===== config.mk =====
export PLATFORM = sky130hd
export DESIGN_NAME = dcpc_top
export DESIGN_NICKNAME = d
export VERILOG_FILES = /design/src/core/dcpc_pkg.sv /design/src/core/dcpc_itx_ctx.sv /design/src/core/dcpc_top.sv
export SDC_FILE = /design/constraint.sdc
export NUM_CORES = 1
export LEC_CHECK = 0
export ABC_AREA = 0
export BUFFER_PORTS_ARGS = -buffer_cell sky130_fd_sc_hd__buf_2
export CAP_MARGIN = 40
export CORE_UTILIZATION = 33
export CTS_CLUSTER_SIZE = 25
export DETAILED_ROUTE_END_ITERATION = 7
export RECOVER_POWER = 50
export REMOVE_ABC_BUFFERS = 1
export SYNTH_ARGS = -nofsm -noshare
export SYNTH_HDL_FRONTEND = slang
export SYNTH_SLANG_ARGS = --single-unit
export TNS_END_PERCENT = 5

===== constraint.sdc =====
create_clock -name clk -period 2.5 [get_ports clk]
set_clock_uncertainty 0.15 [all_clocks]
set_input_delay 0 -clock clk [delete_from_list [all_inputs] [get_ports clk]]
set_output_delay 0 -clock clk [all_outputs]
set_load 0.005 [all_outputs]

===== src/core/dcpc_pkg.sv =====
// ------------------------------------------------------------------
// ------------------------------------------------------------------
package dcpc_pkg;
   localparam int unsigned ADDR_W = 12;
   localparam int unsigned NUM_ASYNC = 4;
   localparam int unsigned NUM_ITX = 8;
   // Async context control ports and command pointers.
   localparam logic [11:0] ACTL_SET_BASE = 12'h180;
   localparam logic [11:0] ACTL_CLR_BASE = 12'h184;
   localparam logic [11:0] ASYNC_STRIDE = 12'h020;
   localparam logic [11:0] ASYNC_TX_REQUEST_CMD_PTR_OFS = 12'h18C;
   localparam logic [11:0] ASYNC_TX_RESPONSE_CMD_PTR_OFS = 12'h1AC;
   localparam logic [11:0] ASYNC_RX_REQUEST_CMD_PTR_OFS = 12'h1CC;
   localparam logic [11:0] ASYNC_RX_RESPONSE_CMD_PTR_OFS = 12'h1EC;
   // Iso transmit context control ports.
   localparam logic [11:0] ITX_CTRL_SET_OFS = 12'h200;
   localparam logic [11:0] ITX_CTRL_CLR_OFS = 12'h204;
   localparam logic [11:0] ITX_STRIDE = 12'h010;
   // Field positions.
   localparam int unsigned PTR_ADDR_LSB = 4;
   localparam int unsigned BIT_CME = 31;
   localparam int unsigned BIT_RUN = 15;
   localparam int unsigned BIT_WAKE = 12;
   localparam int unsigned BIT_DEAD = 11;
   localparam int unsigned BIT_ACTIVE = 10;
   localparam logic [31:0] ITX_SC_MASK = 32'hFFFF_8000;
   // Reset values.
   localparam logic [31:0] PTR_RESET = 32'h0000_0000;
   localparam logic [31:0] ITX_SC_RESET = 32'h0000_0000;
   localparam logic [7:0] EVT_RESET = 8'h00;
   // Bus responses.
   localparam logic [1:0] RESP_OKAY = 2'h0;
   localparam logic [1:0] RESP_SLVERR = 2'h2;

   typedef enum logic [2:0] {
      KIND_NONE, KIND_ACTL_SET, KIND_ACTL_CLR, KIND_PTR, KIND_ITX_SET, KIND_ITX_CLR
   } dcpc_kind_t;

   typedef struct packed {
      dcpc_kind_t kind;
      logic [2:0] idx;
   } dcpc_dec_t;

   typedef enum logic {FETCH_IDLE, FETCH_REQ} dcpc_fetch_t;

   // Maps a byte address to a register kind and context index.
   function automatic dcpc_dec_t dcpc_decode(input logic [ADDR_W-1:0] a);
      logic [3:0][11:0] ptrs;
      dcpc_dec_t d;
      ptrs = {ASYNC_RX_RESPONSE_CMD_PTR_OFS, ASYNC_RX_REQUEST_CMD_PTR_OFS,
              ASYNC_TX_RESPONSE_CMD_PTR_OFS, ASYNC_TX_REQUEST_CMD_PTR_OFS};
      d.kind = KIND_NONE;
      d.idx = 3'h0;
      for (int i = 0; i < NUM_ASYNC; i++) begin
         if (a == 12'(ACTL_SET_BASE + i * ASYNC_STRIDE)) begin
            d.kind = KIND_ACTL_SET;
            d.idx = 3'(i);
         end
         if (a == 12'(ACTL_CLR_BASE + i * ASYNC_STRIDE)) begin
            d.kind = KIND_ACTL_CLR;
            d.idx = 3'(i);
         end
         if (a == ptrs[i]) begin
            d.kind = KIND_PTR;
            d.idx = 3'(i);
         end
      end
      for (int i = 0; i < NUM_ITX; i++) begin
         if (a == 12'(ITX_CTRL_SET_OFS + i * ITX_STRIDE)) begin
            d.kind = KIND_ITX_SET;
            d.idx = 3'(i);
         end
         if (a == 12'(ITX_CTRL_CLR_OFS + i * ITX_STRIDE)) begin
            d.kind = KIND_ITX_CLR;
            d.idx = 3'(i);
         end
      end
      return d;
   endfunction

   // Expands byte strobes to a bit mask.
   function automatic logic [31:0] dcpc_strb_mask(input logic [3:0] s);
      return {{8{s[3]}}, {8{s[2]}}, {8{s[1]}}, {8{s[0]}}};
   endfunction
endpackage


===== src/core/dcpc_itx_ctx.sv =====
`timescale 1ns/100ps
module dcpc_itx_ctx (
   // Clock and reset.
   input wire logic clk,
   input wire logic nrst,
   input wire logic soft_rst,
   // Register port, data already masked by strobes.
   input wire logic wr_set,
   input wire logic wr_clr,
   input wire logic [31:0] wr_data,
   // Transmit engine status.
   input wire logic desc_fetch,
   input wire logic busy,
   input wire logic evt_we,
   input wire logic [7:0] evt_code,
   input wire logic dead_set,
   input wire logic [14:0] cycle_now,
   // Register value and start gate.
   output logic [31:0] ctrl,
   output logic tx_go
);
   import dcpc_pkg::*;

   logic [31:0] sc_q;
   logic [31:0] sc_d;
   logic wake_q;
   logic dead_q;
   logic act_q;
   logic act_d;
   logic go_q;
   logic [7:0] evt_q;

   // Set and clear ports touch bits 31-15 here, and set also wake below; soft reset drops run.
   always_comb begin
      sc_d = (sc_q | ({32{wr_set}} & wr_data & ITX_SC_MASK))
             & ~({32{wr_clr}} & wr_data & ITX_SC_MASK);
      if (soft_rst) begin
         sc_d[BIT_RUN] = 1'b0;
      end
      act_d = busy & sc_d[BIT_RUN];
      // An active context no longer waits, so its gate is dropped; a gate written
      // in this very cycle survives for one cycle, so the write is not lost.
      if (act_d && !(wr_set && wr_data[BIT_CME])) begin
         sc_d[BIT_CME] = 1'b0;
      end
   end

   // Software-owned bits.
   always_ff @(posedge clk or negedge nrst) begin
      if (!nrst) begin
         sc_q <= ITX_SC_RESET;
      end else begin
         sc_q <= sc_d;
      end
   end

   // Device-updated status bits; wake is set-only from software.
   always_ff @(posedge clk or negedge nrst) begin
      if (!nrst) begin
         wake_q <= 1'b0;
         dead_q <= 1'b0;
         act_q <= 1'b0;
         evt_q <= EVT_RESET;
      end else begin
         wake_q <= (wake_q & ~desc_fetch) | (wr_set & wr_data[BIT_WAKE]);
         dead_q <= (dead_q & sc_d[BIT_RUN]) | dead_set;
         act_q <= act_d;
         if (evt_we) begin
            evt_q <= evt_code;
         end
      end
   end

   // Start gate waits for the programmed cycle while the gate bit is on.
   always_ff @(posedge clk or negedge nrst) begin
      if (!nrst) begin
         go_q <= 1'b0;
      end else begin
         go_q <= sc_q[BIT_RUN] & (~sc_q[BIT_CME] | (cycle_now == sc_q[30:16]));
      end
   end

   assign ctrl = {sc_q[31:15], 2'b00, wake_q, dead_q, act_q, 2'b00, evt_q};
   assign tx_go = go_q;

   AST_RSVD_ZERO: assert property (@(posedge clk) disable iff (!nrst)
      ctrl[14:13] == 2'b00 && ctrl[9:8] == 2'b00)
      else $error("reserved control bits not zero");
   AST_CLR_KEEPS_WAKE: assert property (@(posedge clk) disable iff (!nrst)
      wr_clr && wake_q && !desc_fetch |=> wake_q)
      else $error("clear port dropped wake");
   AST_CME_DROP: assert property (@(posedge clk) disable iff (!nrst)
      $rose(act_q) && !$past(wr_set && wr_data[BIT_CME]) |-> !sc_q[BIT_CME])
      else $error("cycle gate not cleared on activation");
   AST_CME_ACTIVE: assert property (@(posedge clk) disable iff (!nrst)
      act_q && !$past(wr_set && wr_data[BIT_CME]) |-> !sc_q[BIT_CME])
      else $error("cycle gate still set while context active");
   AST_GATE_HOLD: assert property (@(posedge clk) disable iff (!nrst)
      sc_q[BIT_CME] && !wr_set && !wr_clr && !act_d && cycle_now != sc_q[30:16]
      |=> !tx_go)
      else $error("start gate opened off cycle");
endmodule


===== src/core/dcpc_top.sv =====
// Our own choice: the AXI4-Lite register port.
`timescale 1ns/100ps
module dcpc_top (
   // Clock and resets.
   input wire logic clk,
   input wire logic nrst,
   input wire logic soft_rst,
   // AXI4-Lite write channels.
   input wire logic [dcpc_pkg::ADDR_W-1:0] s_axi_awaddr,
   input wire logic [2:0] s_axi_awprot,
   input wire logic s_axi_awvalid,
   output logic s_axi_awready,
   input wire logic [31:0] s_axi_wdata,
   input wire logic [3:0] s_axi_wstrb,
   input wire logic s_axi_wvalid,
   output logic s_axi_wready,
   output logic [1:0] s_axi_bresp,
   output logic s_axi_bvalid,
   input wire logic s_axi_bready,
   // AXI4-Lite read channels.
   input wire logic [dcpc_pkg::ADDR_W-1:0] s_axi_araddr,
   input wire logic [2:0] s_axi_arprot,
   input wire logic s_axi_arvalid,
   output logic s_axi_arready,
   output logic [31:0] s_axi_rdata,
   output logic [1:0] s_axi_rresp,
   output logic s_axi_rvalid,
   input wire logic s_axi_rready,
   // Async descriptor block fetch toward host memory.
   output logic fetch_valid,
   input wire logic fetch_ready,
   output logic [31:0] fetch_addr,
   output logic [3:0] fetch_count,
   output logic [1:0] fetch_ctx,
   // Async engine status.
   input wire logic [3:0] async_dead_set,
   input wire logic [3:0] ptr_upd,
   input wire logic [31:0] ptr_upd_value,
   // Iso transmit engine.
   input wire logic [7:0] itx_desc_fetch,
   input wire logic [7:0] itx_busy,
   input wire logic [7:0] itx_evt_we,
   input wire logic [7:0][7:0] itx_evt_code,
   input wire logic [7:0] itx_dead_set,
   input wire logic [14:0] cycle_now,
   output logic [7:0] itx_tx_go
);
   import dcpc_pkg::*;

   // ------------------------------------------------------------------
   // Bus slave
   // ------------------------------------------------------------------
   logic aw_have_q;
   logic [ADDR_W-1:0] aw_addr_q;
   logic w_have_q;
   logic [31:0] w_data_q;
   logic [3:0] w_strb_q;
   logic bvalid_q;
   logic [1:0] bresp_q;
   logic rvalid_q;
   logic [1:0] rresp_q;
   logic [31:0] rdata_q;
   logic wr_fire;
   logic [31:0] wmask;
   logic [31:0] wm;
   dcpc_dec_t wdec;
   dcpc_dec_t rdec;

   // Address and data are caught in either order; the write happens once both are held.
   assign s_axi_awready = ~aw_have_q & ~bvalid_q;
   assign s_axi_wready = ~w_have_q & ~bvalid_q;
   assign wr_fire = aw_have_q & w_have_q & ~bvalid_q;
   assign wdec = dcpc_decode(aw_addr_q);
   assign rdec = dcpc_decode(s_axi_araddr);
   assign wmask = dcpc_strb_mask(w_strb_q);
   assign wm = w_data_q & wmask;

   // Write address and data holding.
   always_ff @(posedge clk or negedge nrst) begin
      if (!nrst) begin
         aw_have_q <= 1'b0;
         aw_addr_q <= '0;
         w_have_q <= 1'b0;
         w_data_q <= 32'h0000_0000;
         w_strb_q <= 4'h0;
      end else begin
         if (s_axi_awvalid && s_axi_awready) begin
            aw_have_q <= 1'b1;
            aw_addr_q <= s_axi_awaddr;
         end else if (wr_fire) begin
            aw_have_q <= 1'b0;
         end
         if (s_axi_wvalid && s_axi_wready) begin
            w_have_q <= 1'b1;
            w_data_q <= s_axi_wdata;
            w_strb_q <= s_axi_wstrb;
         end else if (wr_fire) begin
            w_have_q <= 1'b0;
         end
      end
   end

   // Write response; unmapped writes are dropped and answered with an error.
   always_ff @(posedge clk or negedge nrst) begin
      if (!nrst) begin
         bvalid_q <= 1'b0;
         bresp_q <= RESP_OKAY;
      end else if (wr_fire) begin
         bvalid_q <= 1'b1;
         bresp_q <= (wdec.kind == KIND_NONE) ? RESP_SLVERR : RESP_OKAY;
      end else if (s_axi_bready) begin
         bvalid_q <= 1'b0;
      end
   end

   assign s_axi_bvalid = bvalid_q;
   assign s_axi_bresp = bresp_q;

   // ------------------------------------------------------------------
   // Async context state
   // ------------------------------------------------------------------
   logic [3:0][31:0] ptr_q;
   logic [3:0] run_q;
   logic [3:0] run_d;
   logic [3:0] wake_q;
   logic [3:0] act_q;
   logic [3:0] dead_q;
   logic [3:0] pend_q;
   logic [3:0] actl_set;
   logic [3:0] actl_clr;
   logic [3:0] ptr_wr;
   logic [7:0] itx_set;
   logic [7:0] itx_clr;
   logic [3:0] wake_sw;
   logic [3:0] acc_v;
   logic [3:0] zero_cnt;
   logic run_wr_any;

   // One-hot write strobes per register, decoded from the held address.
   always_comb begin
      actl_set = 4'h0;
      actl_clr = 4'h0;
      ptr_wr = 4'h0;
      itx_set = 8'h00;
      itx_clr = 8'h00;
      if (wr_fire) begin
         unique case (wdec.kind)
            KIND_ACTL_SET: actl_set[wdec.idx[1:0]] = 1'b1;
            KIND_ACTL_CLR: actl_clr[wdec.idx[1:0]] = 1'b1;
            KIND_PTR: ptr_wr[wdec.idx[1:0]] = 1'b1;
            KIND_ITX_SET: itx_set[wdec.idx] = 1'b1;
            KIND_ITX_CLR: itx_clr[wdec.idx] = 1'b1;
            KIND_NONE: begin
            end
         endcase
      end
   end

   // Run moves only on software writes or resets, never on engine events.
   always_comb begin
      run_d = (run_q | ({4{wm[BIT_RUN]}} & actl_set))
              & ~({4{wm[BIT_RUN]}} & actl_clr) & ~{4{soft_rst}};
      wake_sw = {4{wm[BIT_WAKE]}} & actl_set;
      acc_v = (fetch_valid && fetch_ready) ? 4'(4'b0001 << fetch_ctx) : 4'h0;
      run_wr_any = |((actl_set | actl_clr) & {4{wm[BIT_RUN]}});
      for (int i = 0; i < NUM_ASYNC; i++) begin
         zero_cnt[i] = (ptr_q[i][PTR_ADDR_LSB-1:0] == 4'h0);
      end
   end

   // Control bits; a wake written in a fetch's accept cycle wins over its clear.
   always_ff @(posedge clk or negedge nrst) begin
      if (!nrst) begin
         run_q <= 4'h0;
         wake_q <= 4'h0;
         act_q <= 4'h0;
         dead_q <= 4'h0;
      end else begin
         run_q <= run_d;
         wake_q <= (wake_q & ~acc_v) | wake_sw;
         act_q <= (act_q | acc_v) & run_d;
         dead_q <= (dead_q & run_d) | async_dead_set;
      end
   end

   // A start is pending from the run edge, or a wake while running, until the fetch goes.
   always_ff @(posedge clk or negedge nrst) begin
      if (!nrst) begin
         pend_q <= 4'h0;
      end else begin
         pend_q <= ((pend_q & ~acc_v & ~zero_cnt) | (run_d & ~run_q) | (wake_sw & run_d))
                   & run_d;
      end
   end

   // Command pointers; an engine update wins over a software write in the same cycle.
   always_ff @(posedge clk or negedge nrst) begin
      if (!nrst) begin
         ptr_q <= {NUM_ASYNC{PTR_RESET}};
      end else begin
         for (int i = 0; i < NUM_ASYNC; i++) begin
            if (ptr_upd[i]) begin
               ptr_q[i] <= ptr_upd_value;
            end else if (ptr_wr[i]) begin
               ptr_q[i] <= (ptr_q[i] & ~wmask) | wm;
            end
         end
      end
   end

   // ------------------------------------------------------------------
   // Descriptor block fetch
   // ------------------------------------------------------------------
   dcpc_fetch_t fst_q;
   logic [3:0] elig;
   logic [1:0] pick;
   logic fv_q;
   logic [31:0] faddr_q;
   logic [3:0] fcnt_q;
   logic [1:0] fctx_q;

   // Lowest-numbered eligible context goes first; a zero count is never eligible.
   always_comb begin
      elig = pend_q & ~zero_cnt;
      pick = 2'h0;
      for (int i = NUM_ASYNC - 1; i >= 0; i--) begin
         if (elig[i]) begin
            pick = 2'(i);
         end
      end
   end

   // One request at a time; it is held steady until memory takes it.
   always_ff @(posedge clk or negedge nrst) begin
      if (!nrst) begin
         fst_q <= FETCH_IDLE;
         fv_q <= 1'b0;
         faddr_q <= 32'h0000_0000;
         fcnt_q <= 4'h0;
         fctx_q <= 2'h0;
      end else begin
         unique case (fst_q)
            FETCH_IDLE: begin
               if (|elig) begin
                  fst_q <= FETCH_REQ;
                  fv_q <= 1'b1;
                  faddr_q <= {ptr_q[pick][31:PTR_ADDR_LSB], 4'h0};
                  fcnt_q <= ptr_q[pick][PTR_ADDR_LSB-1:0];
                  fctx_q <= pick;
               end
            end
            FETCH_REQ: begin
               if (fetch_ready) begin
                  fst_q <= FETCH_IDLE;
                  fv_q <= 1'b0;
               end
            end
         endcase
      end
   end

   assign fetch_valid = fv_q;
   assign fetch_addr = faddr_q;
   assign fetch_count = fcnt_q;
   assign fetch_ctx = fctx_q;

   // ------------------------------------------------------------------
   // Iso transmit contexts
   // ------------------------------------------------------------------
   logic [7:0][31:0] itx_ctrl;

   // One control register per context.
   for (genvar g = 0; g < NUM_ITX; g++) begin : g_itx
      dcpc_itx_ctx u_ctx (
         .clk(clk),
         .nrst(nrst),
         .soft_rst(soft_rst),
         .wr_set(itx_set[g]),
         .wr_clr(itx_clr[g]),
         .wr_data(wm),
         .desc_fetch(itx_desc_fetch[g]),
         .busy(itx_busy[g]),
         .evt_we(itx_evt_we[g]),
         .evt_code(itx_evt_code[g]),
         .dead_set(itx_dead_set[g]),
         .cycle_now(cycle_now),
         .ctrl(itx_ctrl[g]),
         .tx_go(itx_tx_go[g])
      );
   end

   // ------------------------------------------------------------------
   // Read path
   // ------------------------------------------------------------------
   logic [31:0] rd_val;

   // Set and clear ports read back the same value.
   always_comb begin
      rd_val = 32'h0000_0000;
      unique case (rdec.kind)
         KIND_ACTL_SET, KIND_ACTL_CLR: begin
            rd_val[BIT_RUN] = run_q[rdec.idx[1:0]];
            rd_val[BIT_WAKE] = wake_q[rdec.idx[1:0]];
            rd_val[BIT_DEAD] = dead_q[rdec.idx[1:0]];
            rd_val[BIT_ACTIVE] = act_q[rdec.idx[1:0]];
         end
         KIND_PTR: rd_val = ptr_q[rdec.idx[1:0]];
         KIND_ITX_SET, KIND_ITX_CLR: rd_val = itx_ctrl[rdec.idx];
         KIND_NONE: rd_val = 32'h0000_0000;
      endcase
   end

   // Read answer one cycle after the address is taken, held until rready.
   always_ff @(posedge clk or negedge nrst) begin
      if (!nrst) begin
         rvalid_q <= 1'b0;
         rresp_q <= RESP_OKAY;
         rdata_q <= 32'h0000_0000;
      end else if (s_axi_arvalid && s_axi_arready) begin
         rvalid_q <= 1'b1;
         rresp_q <= (rdec.kind == KIND_NONE) ? RESP_SLVERR : RESP_OKAY;
         rdata_q <= rd_val;
      end else if (s_axi_rready) begin
         rvalid_q <= 1'b0;
      end
   end

   assign s_axi_arready = ~rvalid_q;
   assign s_axi_rvalid = rvalid_q;
   assign s_axi_rresp = rresp_q;
   assign s_axi_rdata = rdata_q;

   // ------------------------------------------------------------------
   // Checks
   // ------------------------------------------------------------------
   AST_FETCH_ALIGN: assert property (@(posedge clk) disable iff (!nrst)
      fetch_valid |-> fetch_addr[3:0] == 4'h0)
      else $error("fetch address not 16-byte aligned");
   AST_FETCH_NONZERO: assert property (@(posedge clk) disable iff (!nrst)
      $rose(fetch_valid) |-> fetch_count != 4'h0 && run_q[fetch_ctx])
      else $error("fetch issued for invalid pointer");
   AST_FETCH_HOLD: assert property (@(posedge clk) disable iff (!nrst)
      fetch_valid && !fetch_ready |=> fetch_valid && $stable(fetch_addr)
      && $stable(fetch_count) && $stable(fetch_ctx))
      else $error("fetch request changed before accept");
   AST_WAKE_CLR: assert property (@(posedge clk) disable iff (!nrst)
      fetch_valid && fetch_ready && !wake_sw[fetch_ctx] |=> !wake_q[fetch_ctx])
      else $error("wake not cleared by fetch");
   AST_RUN_SW_ONLY: assert property (@(posedge clk) disable iff (!nrst)
      run_q != $past(run_q) |-> $past(run_wr_any || soft_rst))
      else $error("run changed without software");
   AST_START_FETCH: assert property (@(posedge clk) disable iff (!nrst)
      fst_q == FETCH_IDLE && |elig |=> fetch_valid && fetch_addr[31:4] ==
      $past(ptr_q[pick][31:4]))
      else $error("fetch not issued from pointer");
   AST_B_AFTER_WRITE: assert property (@(posedge clk) disable iff (!nrst)
      wr_fire |=> s_axi_bvalid ##0 !s_axi_awready && !s_axi_wready)
      else $error("write response missing");
   AST_UNMAPPED_RD: assert property (@(posedge clk) disable iff (!nrst)
      s_axi_arvalid && s_axi_arready && rdec.kind == KIND_NONE
      |=> s_axi_rresp == RESP_SLVERR && s_axi_rdata == 32'h0000_0000)
      else $error("unmapped read not refused");
endmodule


# After elaboration in Yosys (flattened, before gate mapping)
# Cells that the tools add are included.
# totals
latch_bits	0
elab_cells	502
romBits	0
ramBits	0
regBits	624
output_inout_bits	88
n_memories	0
input_bits	226
# op_classes
muxes	133
n_mul	0
n_bitwise	164
n_div	0
eq_ne	76
order_cmp	7
shifts	1
n_reduce_logical	49
add_sub_neg	0
# op_table
cell	count
AND 32 bit	29
== test 12 x 10 -> 1 bit, second input constant	32
bitwise OR 32 bit	12
two-way mux 32 bit	11
== test 12 x 9 -> 1 bit, second input constant	24
two-way mux 6 bit	48
NOT 32 bit	9
binary-select mux 32 bit (select 2 bit)	2
== test 15 bit	8
binary-select mux 32 bit (select 3 bit)	1
AND 4 bit	14
AND 1 bit	44
two-way mux 4 bit	9
two-way mux 1 bit	33
two-way mux 8 bit	4
case mux 16 bit (2 select lines)	1
two-way mux 5 bit	6
bitwise OR 1 bit	24
bitwise OR 4 bit	6
logical AND 1 bit	22
NOT 1 bit	21
NOT 4 bit	5
case mux 10 bit (2 select lines)	1
logical NOT 4 bit	4
23 further kinds	60

# Longest topological paths before layout
# Gate-level depths: netlist of the first run.
# depth
depth_word	43
depth_mapped	9
ltp_nobuf	6

# By module
# A second synthesis of the first run with hierarchy kept.
# hier_totals
cells_unflattened	2941
area_unflattened_um2	26960.9
# by_module_without_submodules
mod	cells_each	area_each_um2	seq_area_each_um2	instances
dcpc_top	2045	16450.8	6756.5	1
dcpc_itx_ctx	112	1313.8	725.7	8

# Least setup slack after synthesis of the first run
# No wires, ideal clock.
# synth_timing
path_type	register to register
start	register with a tool-made name
end	register fcnt_q[3], in the netlist fetch_count[3]
period_less_slack_ns	2.591
n_path_buf	1
t_arrival_ns	2.316
slack_ns	-0.091
stages_incl_launch_ff	7
setup_time_ns	0.125
required_time_ns	2.225
path_cell_list	dfrtp_1 -> o41ai_1 -> o21ai_1 -> nand2_1 -> buf_2 -> mux4_2 -> mux2_2
# synth_lines
item	line	source
to (signal assigned)	dcpc_top.sv:248	fcnt_q <= ptr_q[pick][PTR_ADDR_LSB-1:0];
to (decl)	dcpc_top.sv:219	logic [3:0] fcnt_q;

==> results of run 1 <==
[layer usage]
metal	track usage [%]	vias up	wire, um
li1	-	10500	-
met3	5.29	245	8390
met4	9.61	4	4140
met2	40.7	1188	48400
met5	0	-	24
met1	33.9	12000	43000
[cell families (layout without fill, tap and decap cells)]
family / count (synthesis) / in the layout / synth area share [%]
flops: 502 / 502 / 47.9
simple gates: 538 / 538 / 11.0
xor+xnor: 120 / 120 / 4.00
compound gates: 676 / 676 / 15.5
buf+inv: 236 / 1101 / 3.93
other cells: 1 / 12 / 0.0143
mux: 311 / 311 / 17.7
[repair_timing]
action	CTS	global route
resized for setup	11	24
pin swaps	1	21
setup buffers	0	4
hold endpoints to repair	832	0
hold buffers	456	0
gates cloned	0	0
setup endpoints to repair	84	196
[through the flow]
step / util (%) / hold slack [ns] / TNS [ns]
detailed placement: 38.5 / -0.167 / -1.47
global placement: 38.5 / -0.165 / -0.798
finish: 46.9 / 0.0222 / -0.0693
floorplan: - / -0.446 / -312.83
global route: 46.9 / 0.0164 / -3.79
CTS: 46.8 / 0.00497 / -0.0548
[critical path, stage by stage, from the launching register on]
cell     delay [ns]
dfrtp_2        0.46
or2_4          0.30
or4_4          0.58
and2_4         0.19
nor3_4         0.15
buf_12         0.26
a31oi_1        0.12
a21oi_1        0.23
[where the power goes]
group          switching [mW]  leakage [nW]  internal (mW)
registers                1.25          6.31           9.09
logic                    3.38          9.34           3.17
clock network            3.64         0.939           5.14
[Yosys cell counts (all sizes together), types with 7 or more instances]
library cell / number
nor2b: 87
nor2: 45
o21a: 7
nand3: 27
mux4: 108
o21ai: 80
nand4: 16
inv: 28
and2: 29
xor2: 120
a22oi: 55
a21o: 13
mux2i: 55
a211oi: 18
nor4: 40
a31oi: 117
buf: 76
a21oi: 318
dfrtp: 502
and3: 18
nand2: 198
o31ai: 9
nor3: 43
mux2: 148
clkbuf: 132
[final cells by class]
cell class | count | share of cell area [%]
multi-input cells | 1651 | 34.8
flip-flops and latches | 502 | 34.0
repair buffers | 972 | 22.2
clock buffers | 84 | 4.54
well taps | 1050 | 3.55
clock inverters | 17 | 0.660
inverters | 28 | 0.284
diodes | 6 | 0.0406
[layout by cell type (no fill, tap or decap), types with 8 or more instances in the layout]
cell type      synthesis  routed
a22oi_1               55      55
nand3_1               27      26
buf_4                 21     158
dfrtp_1              502     497
mux2_2               148     146
and3_1                18      17
mux4_2               108     108
inv_1                 28      28
nor2b_1               87      86
nor4_1                32      32
xor2_1               120     120
nor2_1                44      40
a21o_1                13      13
clkbuf_8               0      13
buf_12                 0      40
a31oi_1              117     117
o21ai_1               16      17
clkbuf_1             132      15
and2_1                28      26
a21oi_1              316     316
clkbuf_16              0      58
o21ai_0               64      62
nand2_1              198     195
a211oi_1              17      17
dlygate4sd3_1          0     455
nor3_2                 4       9
nor3_1                38      33
buf_2                 42     301
o31ai_1                8       8
nand4_1               16      16
mux2i_1               55      54
[final timing paths]
path                       cells after the start                                end  slack [ns]
max in group asynchronous                      4         fetch_addr[24]$_DFFE_PN0P_        0.45
min reg2reg                                    1    g_itx[6].u_ctx.dead_q$_DFF_PN0_        0.32
min in group asynchronous                      4  g_itx[5].u_ctx.sc_q[31]$_DFF_PN0_        0.83
max reg2reg                                    7                           register       -0.04
max                                            7                           register       -0.04
min                                            3            w_data_q[1]$_DFFE_PN0P_        0.02
==> results.toml, run 1 <==
[outcome]
status = "finished, violations left"
violations = "setup timing"

[clock_tree]
cts_sinks = 502
cts_tree = "done"
cts_buffer_depth = 3
cts-root-buf = "clkbuf_16"
path_clk_slew_ns = 0.06
cts_buffers = 57
htreeDepth = 2
clkLatencyLatePin_ns = 0.64

[detailed_routing]
wl_mm = 104
drtPass1Iterations = 5
drtAntennaViolNets = 0
drtIter0Drc = 1848
vias = 23900
drcViolationCount = 0
routed_via_density = 5.55
wl_per_cell_um = 24.1

[logic_synthesis]
synth_area_mm2 = 0.0262
yosysSeqAreaShare_pct = 47.9
synth_top_area_share_pct = 47.9
synthArstFlopShare_pct = 100
avgSynthCellArea_um2 = 11.0
ys_types = 86
ys_ff_latch = 502
synth_cells = 2384
synth_top_area_cell = "dfrtp_1"
synthFlopType = "dfrtp_1"
synth_edf_count = 0
synth_warnings = 0
ys_top_cells_by_area = "dfrtp_1 (48%), mux4_2 (9.3%), mux2_2 (6.3%)"

[sta]
slew_headroom_pct = 22.4
final_hold_viol_count = 0
timing.final.crit_share_pct = 101
tightest_slew_ns = 1.16
fmax_mhz = 394
rsz0062_at_grt = "true"
setup_violations = 3
fin_crit_ns = 2.54
slew_viol_final = 0
fin_ws_ns = -0.0351

[die]
pin_count = 314
rows = 103
coreArea_mm2 = 0.0789
die_h_um = 284
dieArea_mm2 = 0.0807
initial_core_util_pct = 33.3
die_w_um = 284

[setup_path]
startpoint = "aw_addr_q[11]$_DFFE_PN0P_"
arrival_ns = 2.93
cp-end-kind = "register"
cp-start-kind = "register"
r2r-start = "aw_addr_q[11]$_DFFE_PN0P_"
crit_path_max_fanout = 32
criticalPathCategory = "register to register"
worstPathRequired_ns = 2.90

[placement]
io_buffers = 301
dp_cells = 3743
dpl_worst_slack_ns = -0.270
placed_area_mm2 = 0.0304
hpwl_mm = 69.6
gp_congestion = 0.947

[power_and_ir_drop]
peakVddDrop_v = 0.000628
power_mw = 25.7
leakagePower_nw = 16.6
p_per_area_mw_per_mm2 = 695

[layout]
final_nets = 3438
multiInputGateArea_mm2 = 0.0128
layout-drive-gt1-share_pct = 28.4
fill_cells = 7159
stdcell_count = 4310
finalInstanceArea_mm2 = 0.0370
area_growth_pct = 40.8
seqCellArea_mm2 = 0.0126

[global_route]
overflow = 0
antenna_found_initial = 7
grt_pass1_vias = 24100
grt_max_degree = 75
grt_pass1_wl_mm = 156
grt_usage_pct = 25.5

[flow_run]
maxCapViolations = 0

[min_path]
min_path_type = "primary input to register"
hp-start = "s_axi_wdata[1]"
No activity file was read; power rests on OpenSTA's default activity.
==> run 2: changes to the inputs <==
--- a/config.mk
+++ b/config.mk
@@ -8,6 +8,7 @@
 export ABC_AREA = 0
 export BUFFER_PORTS_ARGS = -buffer_cell sky130_fd_sc_hd__buf_2
 export CAP_MARGIN = 40
+export CORE_MARGIN = 3
 export CORE_UTILIZATION = 33
 export CTS_CLUSTER_SIZE = 25
 export DETAILED_ROUTE_END_ITERATION = 7
==> results.toml, run 2 (synthesis results as in run 1) <==
[outcome]
status = "finished, violations left"
violations = "setup timing"

[clock_tree]
htreeDepth = 2
cts_buffers = 56
path_clk_slew_ns = 0.06
clkLatencyLatePin_ns = 0.64
cts_tree = "done"
cts-root-buf = "clkbuf_16"
cts_buffer_depth = 3
cts_sinks = 502

[global_route]
top_usage_layer = "met2"
grt_pass1_vias = 24100
grt_max_degree = 78
grt_usage_pct = 24.6
use_met3_pct = 4.82
grt_util_met2_pct = 40.7
grt_pass1_wl_mm = 154
overflow = 0
grt_use_met1_pct = 31.8
antenna_found_initial = 10

[layout]
final_cell_mix = "dfrtp_1 (498), dlygate4sd3_1 (430), a21oi_1 (310)"
finalInstanceArea_mm2 = 0.0369
final_nets = 3406
area_growth_pct = 40.6
stdcell_count = 4279
layout-drive-gt1-share_pct = 29.0
mostFrequentLayoutCell = "dfrtp_1"

[sta]
tightest_slew_ns = 1.12
timing.final.crit_share_pct = 102
fin_crit_ns = 2.54
slew_viol_final = 0
setup_violations = 28
rsz0062_at_grt = "true"
fmax_mhz = 393
slew_headroom_pct = 25.3
fin_ws_ns = -0.0433
final_hold_viol_count = 0

[setup_path]
worstPathRequired_ns = 2.89
rr_worst_depth = 8
arrival_ns = 2.93
critPathSlowestCell = "or4_4"
regToRegSetupSlack_ns = -0.04
criticalPathCategory = "register to register"
cp_top_family = "simple AND/OR/NAND/NOR gates"
crit_chain = "buf_4 > nand4bb_1 > or4_4 > and2_4 > nor3_4 > buf_12 > a31oi_1 > a21oi_1"
cp-start-kind = "register"
slowest_delay_ns = 0.62
cp-end-kind = "register"
r2r-start = "aw_addr_q[7]$_DFFE_PN0P_"
cp_num_buf_inv = 2
crit_path_max_fanout = 32

[power_and_ir_drop]
p_per_area_mw_per_mm2 = 695
leakagePower_nw = 16.5
peakVddDrop_v = 0.000519

[detailed_routing]
routed_via_density = 5.56
drtIter0Drc = 2017
wl_per_cell_um = 24.5
drtAntennaViolNets = 0
vias = 23800
wl_mm = 105
drtPass1Iterations = 8
drcViolationCount = 0

[die]
dieArea_mm2 = 0.0830
initial_core_util_pct = 33.6
coreArea_mm2 = 0.0781
rows = 102
die_h_um = 288
die_w_um = 288
pin_count = 314

[placement]
hpwl_mm = 69.1
dp_cells = 3723
gp_congestion = 0.957
placed_area_mm2 = 0.0304
io_buffers = 301

[min_path]
hp-start = "itx_busy[3]"
holdPathEnd = "g_itx[3].u_ctx.act_q$_DFF_PN0_"
hold_depth = 3
min_path_type = "primary input to register"

[flow_run]
maxCapViolations = 0
## run 2: worst max path at each step
stage,slack [ns],endpoint,from,cells past startpoint
6_report,-0.04,register,aw_addr_q[7]$_DFFE_PN0P_,8
5_1_grt,-0.09,g_itx[3].u_ctx.sc_q[20]$_DFF_PN0_,aw_addr_q[10]$_DFFE_PN0P_,7
4_1_cts,-0.03,g_itx[1].u_ctx.sc_q[31]$_DFF_PN0_,aw_addr_q[7]$_DFFE_PN0P_,6
3_5_place_dp,-0.1,fetch_addr[8]$_DFFE_PN0P_,register,6
3_3_place_gp,-0.06,s_axi_rdata[25]$_DFFE_PN0P_,s_axi_araddr[4],10
2_1_floorplan,-3.26,s_axi_rdata[16]$_DFFE_PN0P_,s_axi_araddr[7],6
## run 2: where the power goes
group	switching, mW	internal, mW	total, mW
logic	3.45	2.85	6.30
clock network	3.62	5.45	9.08
registers	1.19	9.09	10.3
## run 2: through the flow
stage	total power [mW]	setup WS (ns)	hold slack, ns	setup TNS (ns)	util, %
CTS	25.4	-0.0323	0.000691	-0.0323	47.0
global placement	15.5	-0.0593	-0.193	-0.175	38.9
global route	26.6	-0.0919	0.0378	-3.61	47.2
finish	25.7	-0.0433	0.0266	-0.406	47.2
floorplan	12.6	-3.26	-0.446	-312.83	-
detailed placement	15.6	-0.0968	-0.195	-1.19	38.9
## run 2: worst reg2reg max path: stages, from the launching register on
cell and delay, ns:
dfrtp_2 0.43, buf_4 0.13, nand4bb_1 0.21, or4_4 0.62, and2_4 0.19, nor3_4 0.15, buf_12 0.27, a31oi_1 0.14
a21oi_1 0.18
## run 2: area by class of cell
| type | instances | area [um2] |
|---|---|---|
| Antenna cell | 13 | 32.5 |
| Clock buffer | 80 | 1620 |
| Clock inverter | 24 | 380 |
| Fill cell | 7060 | 41200 |
| Inverter | 28 | 105 |
| Multi-Input combinational cell | 1651 | 12900 |
| Sequential cell | 502 | 12600 |
| Tap cell | 1040 | 1300 |
| Timing Repair Buffer | 941 | 7960 |
## run 2: repair_timing
action,CTS,global route
setup endpoints to repair,41,247
gates resized for setup,6,50
hold buffers,431,0
setup buffers,0,8
pin swaps,4,10
cloned,0,0
hold endpoints to repair,837,0
## run 2: per-layer routing
metal / routed length, um / part of all wire (%)
met4: 3870 / 3.7
met5: 37 / 0.035
met2: 50100 / 48
met1: 42600 / 41
met3: 8280 / 7.9
==> run 3: changes to the inputs <==
--- a/config.mk
+++ b/config.mk
@@ -8,10 +8,10 @@
 export ABC_AREA = 0
 export BUFFER_PORTS_ARGS = -buffer_cell sky130_fd_sc_hd__buf_2
 export CAP_MARGIN = 40
-export CORE_MARGIN = 3
 export CORE_UTILIZATION = 33
 export CTS_CLUSTER_SIZE = 25
 export DETAILED_ROUTE_END_ITERATION = 7
+export PLACE_DENSITY = 0.58
 export RECOVER_POWER = 50
 export REMOVE_ABC_BUFFERS = 1
 export SYNTH_ARGS = -nofsm -noshare
==> results.toml, run 3 (synthesis results as in run 1) <==
[detailed_routing]
routed_via_density = 5.56
wl_mm = 105
vias = 24100
wl_per_cell_um = 24.1
drtIter0Drc = 2197
drcViolationCount = 0
drtPass1Iterations = 8
drtAntennaViolNets = 0

[power_and_ir_drop]
leakagePower_nw = 16.8
peakVddDrop_v = 0.000738
p_per_area_mw_per_mm2 = 706
pwr-share-seq_pct = 39.0
internal-power_mw = 18.0
power_frac_comb_pct = 26.0
p_sw_mw = 8.49
netSwitchingFraction_pct = 32.1
pwr-share-clk_pct = 35.0

[clock_tree]
cts_buffer_depth = 3
htreeDepth = 2
cts_sinks = 502
cts_buffers = 56
clkLatencyLatePin_ns = 0.65
cts_tree = "done"
cts-root-buf = "clkbuf_16"
path_clk_slew_ns = 0.06

[placement]
placed_area_mm2 = 0.0305
io_buffers = 301
gp_congestion = 0.954
hpwl_mm = 70.8
dpl_worst_slack_ns = -0.200

[layout]
layout-drive-gt1-share_pct = 29.1
utilization_pct = 47.5
final_cell_mix = "dfrtp_1 (498), dlygate4sd3_1 (465), a21oi_1 (315)"
mostFrequentLayoutCell = "dfrtp_1"
area_growth_pct = 42.8
finalInstanceArea_mm2 = 0.0375
fill_cells = 7090
final_nets = 3455

[sta]
setup_violations = 19
slew_headroom_pct = -49.1
fin_crit_ns = 2.54
fin_ws_ns = -0.0433
slew_viol_final = 11
timing.final.crit_share_pct = 102
rsz0062_at_grt = "true"
tightest_slew_ns = 2.24
fmax_mhz = 393
final_hold_viol_count = 0

[min_path]
min_path_type = "primary input to register"

[setup_path]
criticalPathCategory = "register to register"
slowest_delay_ns = 0.45
crit_path_max_fanout = 32
cp-end-kind = "register"
crit_chain = "buf_6 > nor4b_4 > buf_4 > nand4_1 > and2_4 > nor3_4 > buf_12 > a31oi_1 > a21oi_1"
cp-start-kind = "register"
worstPathRequired_ns = 2.91
critPathSlowestCell = "dfrtp_1"
arrival_ns = 2.95

[die]
pin_count = 314
rows = 103
die_w_um = 284
initial_core_util_pct = 33.3
dieArea_mm2 = 0.0807
coreArea_mm2 = 0.0789
die_h_um = 284

[global_route]
overflow = 0
grt_usage_pct = 25.6
antenna_found_initial = 12
grt_pass1_vias = 25000
grt_pass1_wl_mm = 158
grt_max_degree = 65

[outcome]
violations = "capacitance limit, slew limit, setup timing"
status = "finished, violations left"

[flow_run]
maxCapViolations = 1
[run 3: cell types whose count changed in the layout (fill, tap and decap cells not counted), sizes merged]
cell	delta
dlygate4sd3	+35
buf	+23
clkbuf	-13
diode	-9
clkinv	+4
bufinv	+1
clkinvlp	+1
[run 3: through the flow]
step / hold WS [ns] / TNS [ns] / cells / power, mW
CTS: 0.00276 / -0.0583 / 4323 / 26.2
detailed placement: -0.0869 / -4.93 / 3752 / 15.7
global route: 0.0209 / -4.67 / 4331 / 27.5
finish: 0.0385 / -0.325 / 4331 / 26.5
global placement: -0.0896 / -2.99 / 3752 / 15.6
floorplan: -0.446 / -312.83 / 2181 / 12.6
[run 3: worst paths after layout]
| path | start | end | slack (ns) | depth (start not counted) |
|---|---|---|---|---|
| hold / removal | fetch_ready | fetch_valid$_DFFE_PN0P_ | 0.04 | 3 |
| setup reg to reg | aw_addr_q[3]$_DFFE_PN0P_ | register | -0.04 | 9 |
| min in group asynchronous | nrst | fetch_addr[20]$_DFFE_PN0P_ | 1.30 | 3 |
| hold reg to reg | dead_q[1]$_DFF_PN0_ | dead_q[1]$_DFF_PN0_ | 0.32 | 1 |
| setup / recovery | aw_addr_q[3]$_DFFE_PN0P_ | register | -0.04 | 9 |
| max in group asynchronous | nrst | async pin | 0.21 | 3 |
[run 3: power groups by stage]
stage	clock network [mW]	registers, mW	logic [mW]
after floorplan	0	9.98	2.64
after global placement	0	10.3	5.30
after detailed placement	0	10.4	5.37
after CTS	9.39	10.2	6.61
after global routing	9.74	10.4	7.33
final	9.26	10.3	6.88
[run 3: area by class of cell]
class                      count  area [um2]  share of cell area (%)
multi-input combinational   1651       12900                    34.5
sequential                   502       12600                    33.5
clock inverter                30         467                    1.25
tap                         1050        1310                    3.51
antenna                        4        10.0                  0.0267
timing repair buffer         990        8470                    22.6
clock buffer                  76        1610                    4.29
inverter                      28         105                   0.280
[run 3: routing by layer]
metal	wire (um)	global-route usage, %	up-vias
met2	49800	41.8	1225
li1	-	-	10500
met1	42600	33.5	12100
met4	4010	9.88	10
met5	57	0	-
met3	8040	4.78	232
[run 3: what timing repair did]
action                                  CTS  global route
endpoints found under the setup margin   92           238
pin swaps                                 3            28
hold buffers                            465             1
buffers inserted                          0             3
hold endpoints to repair                836             3
resized for setup                        10            44
cloned                                    0             0
[run 3: worst max-delay path, delay by kind of cell, from the launching register on]
family                 cells  cell delay [ns]
and+or+nand+nor            4             0.98
buffers and inverters      3             0.55
DFF                        1             0.45
AOI/OAI and AO/OA          2             0.30
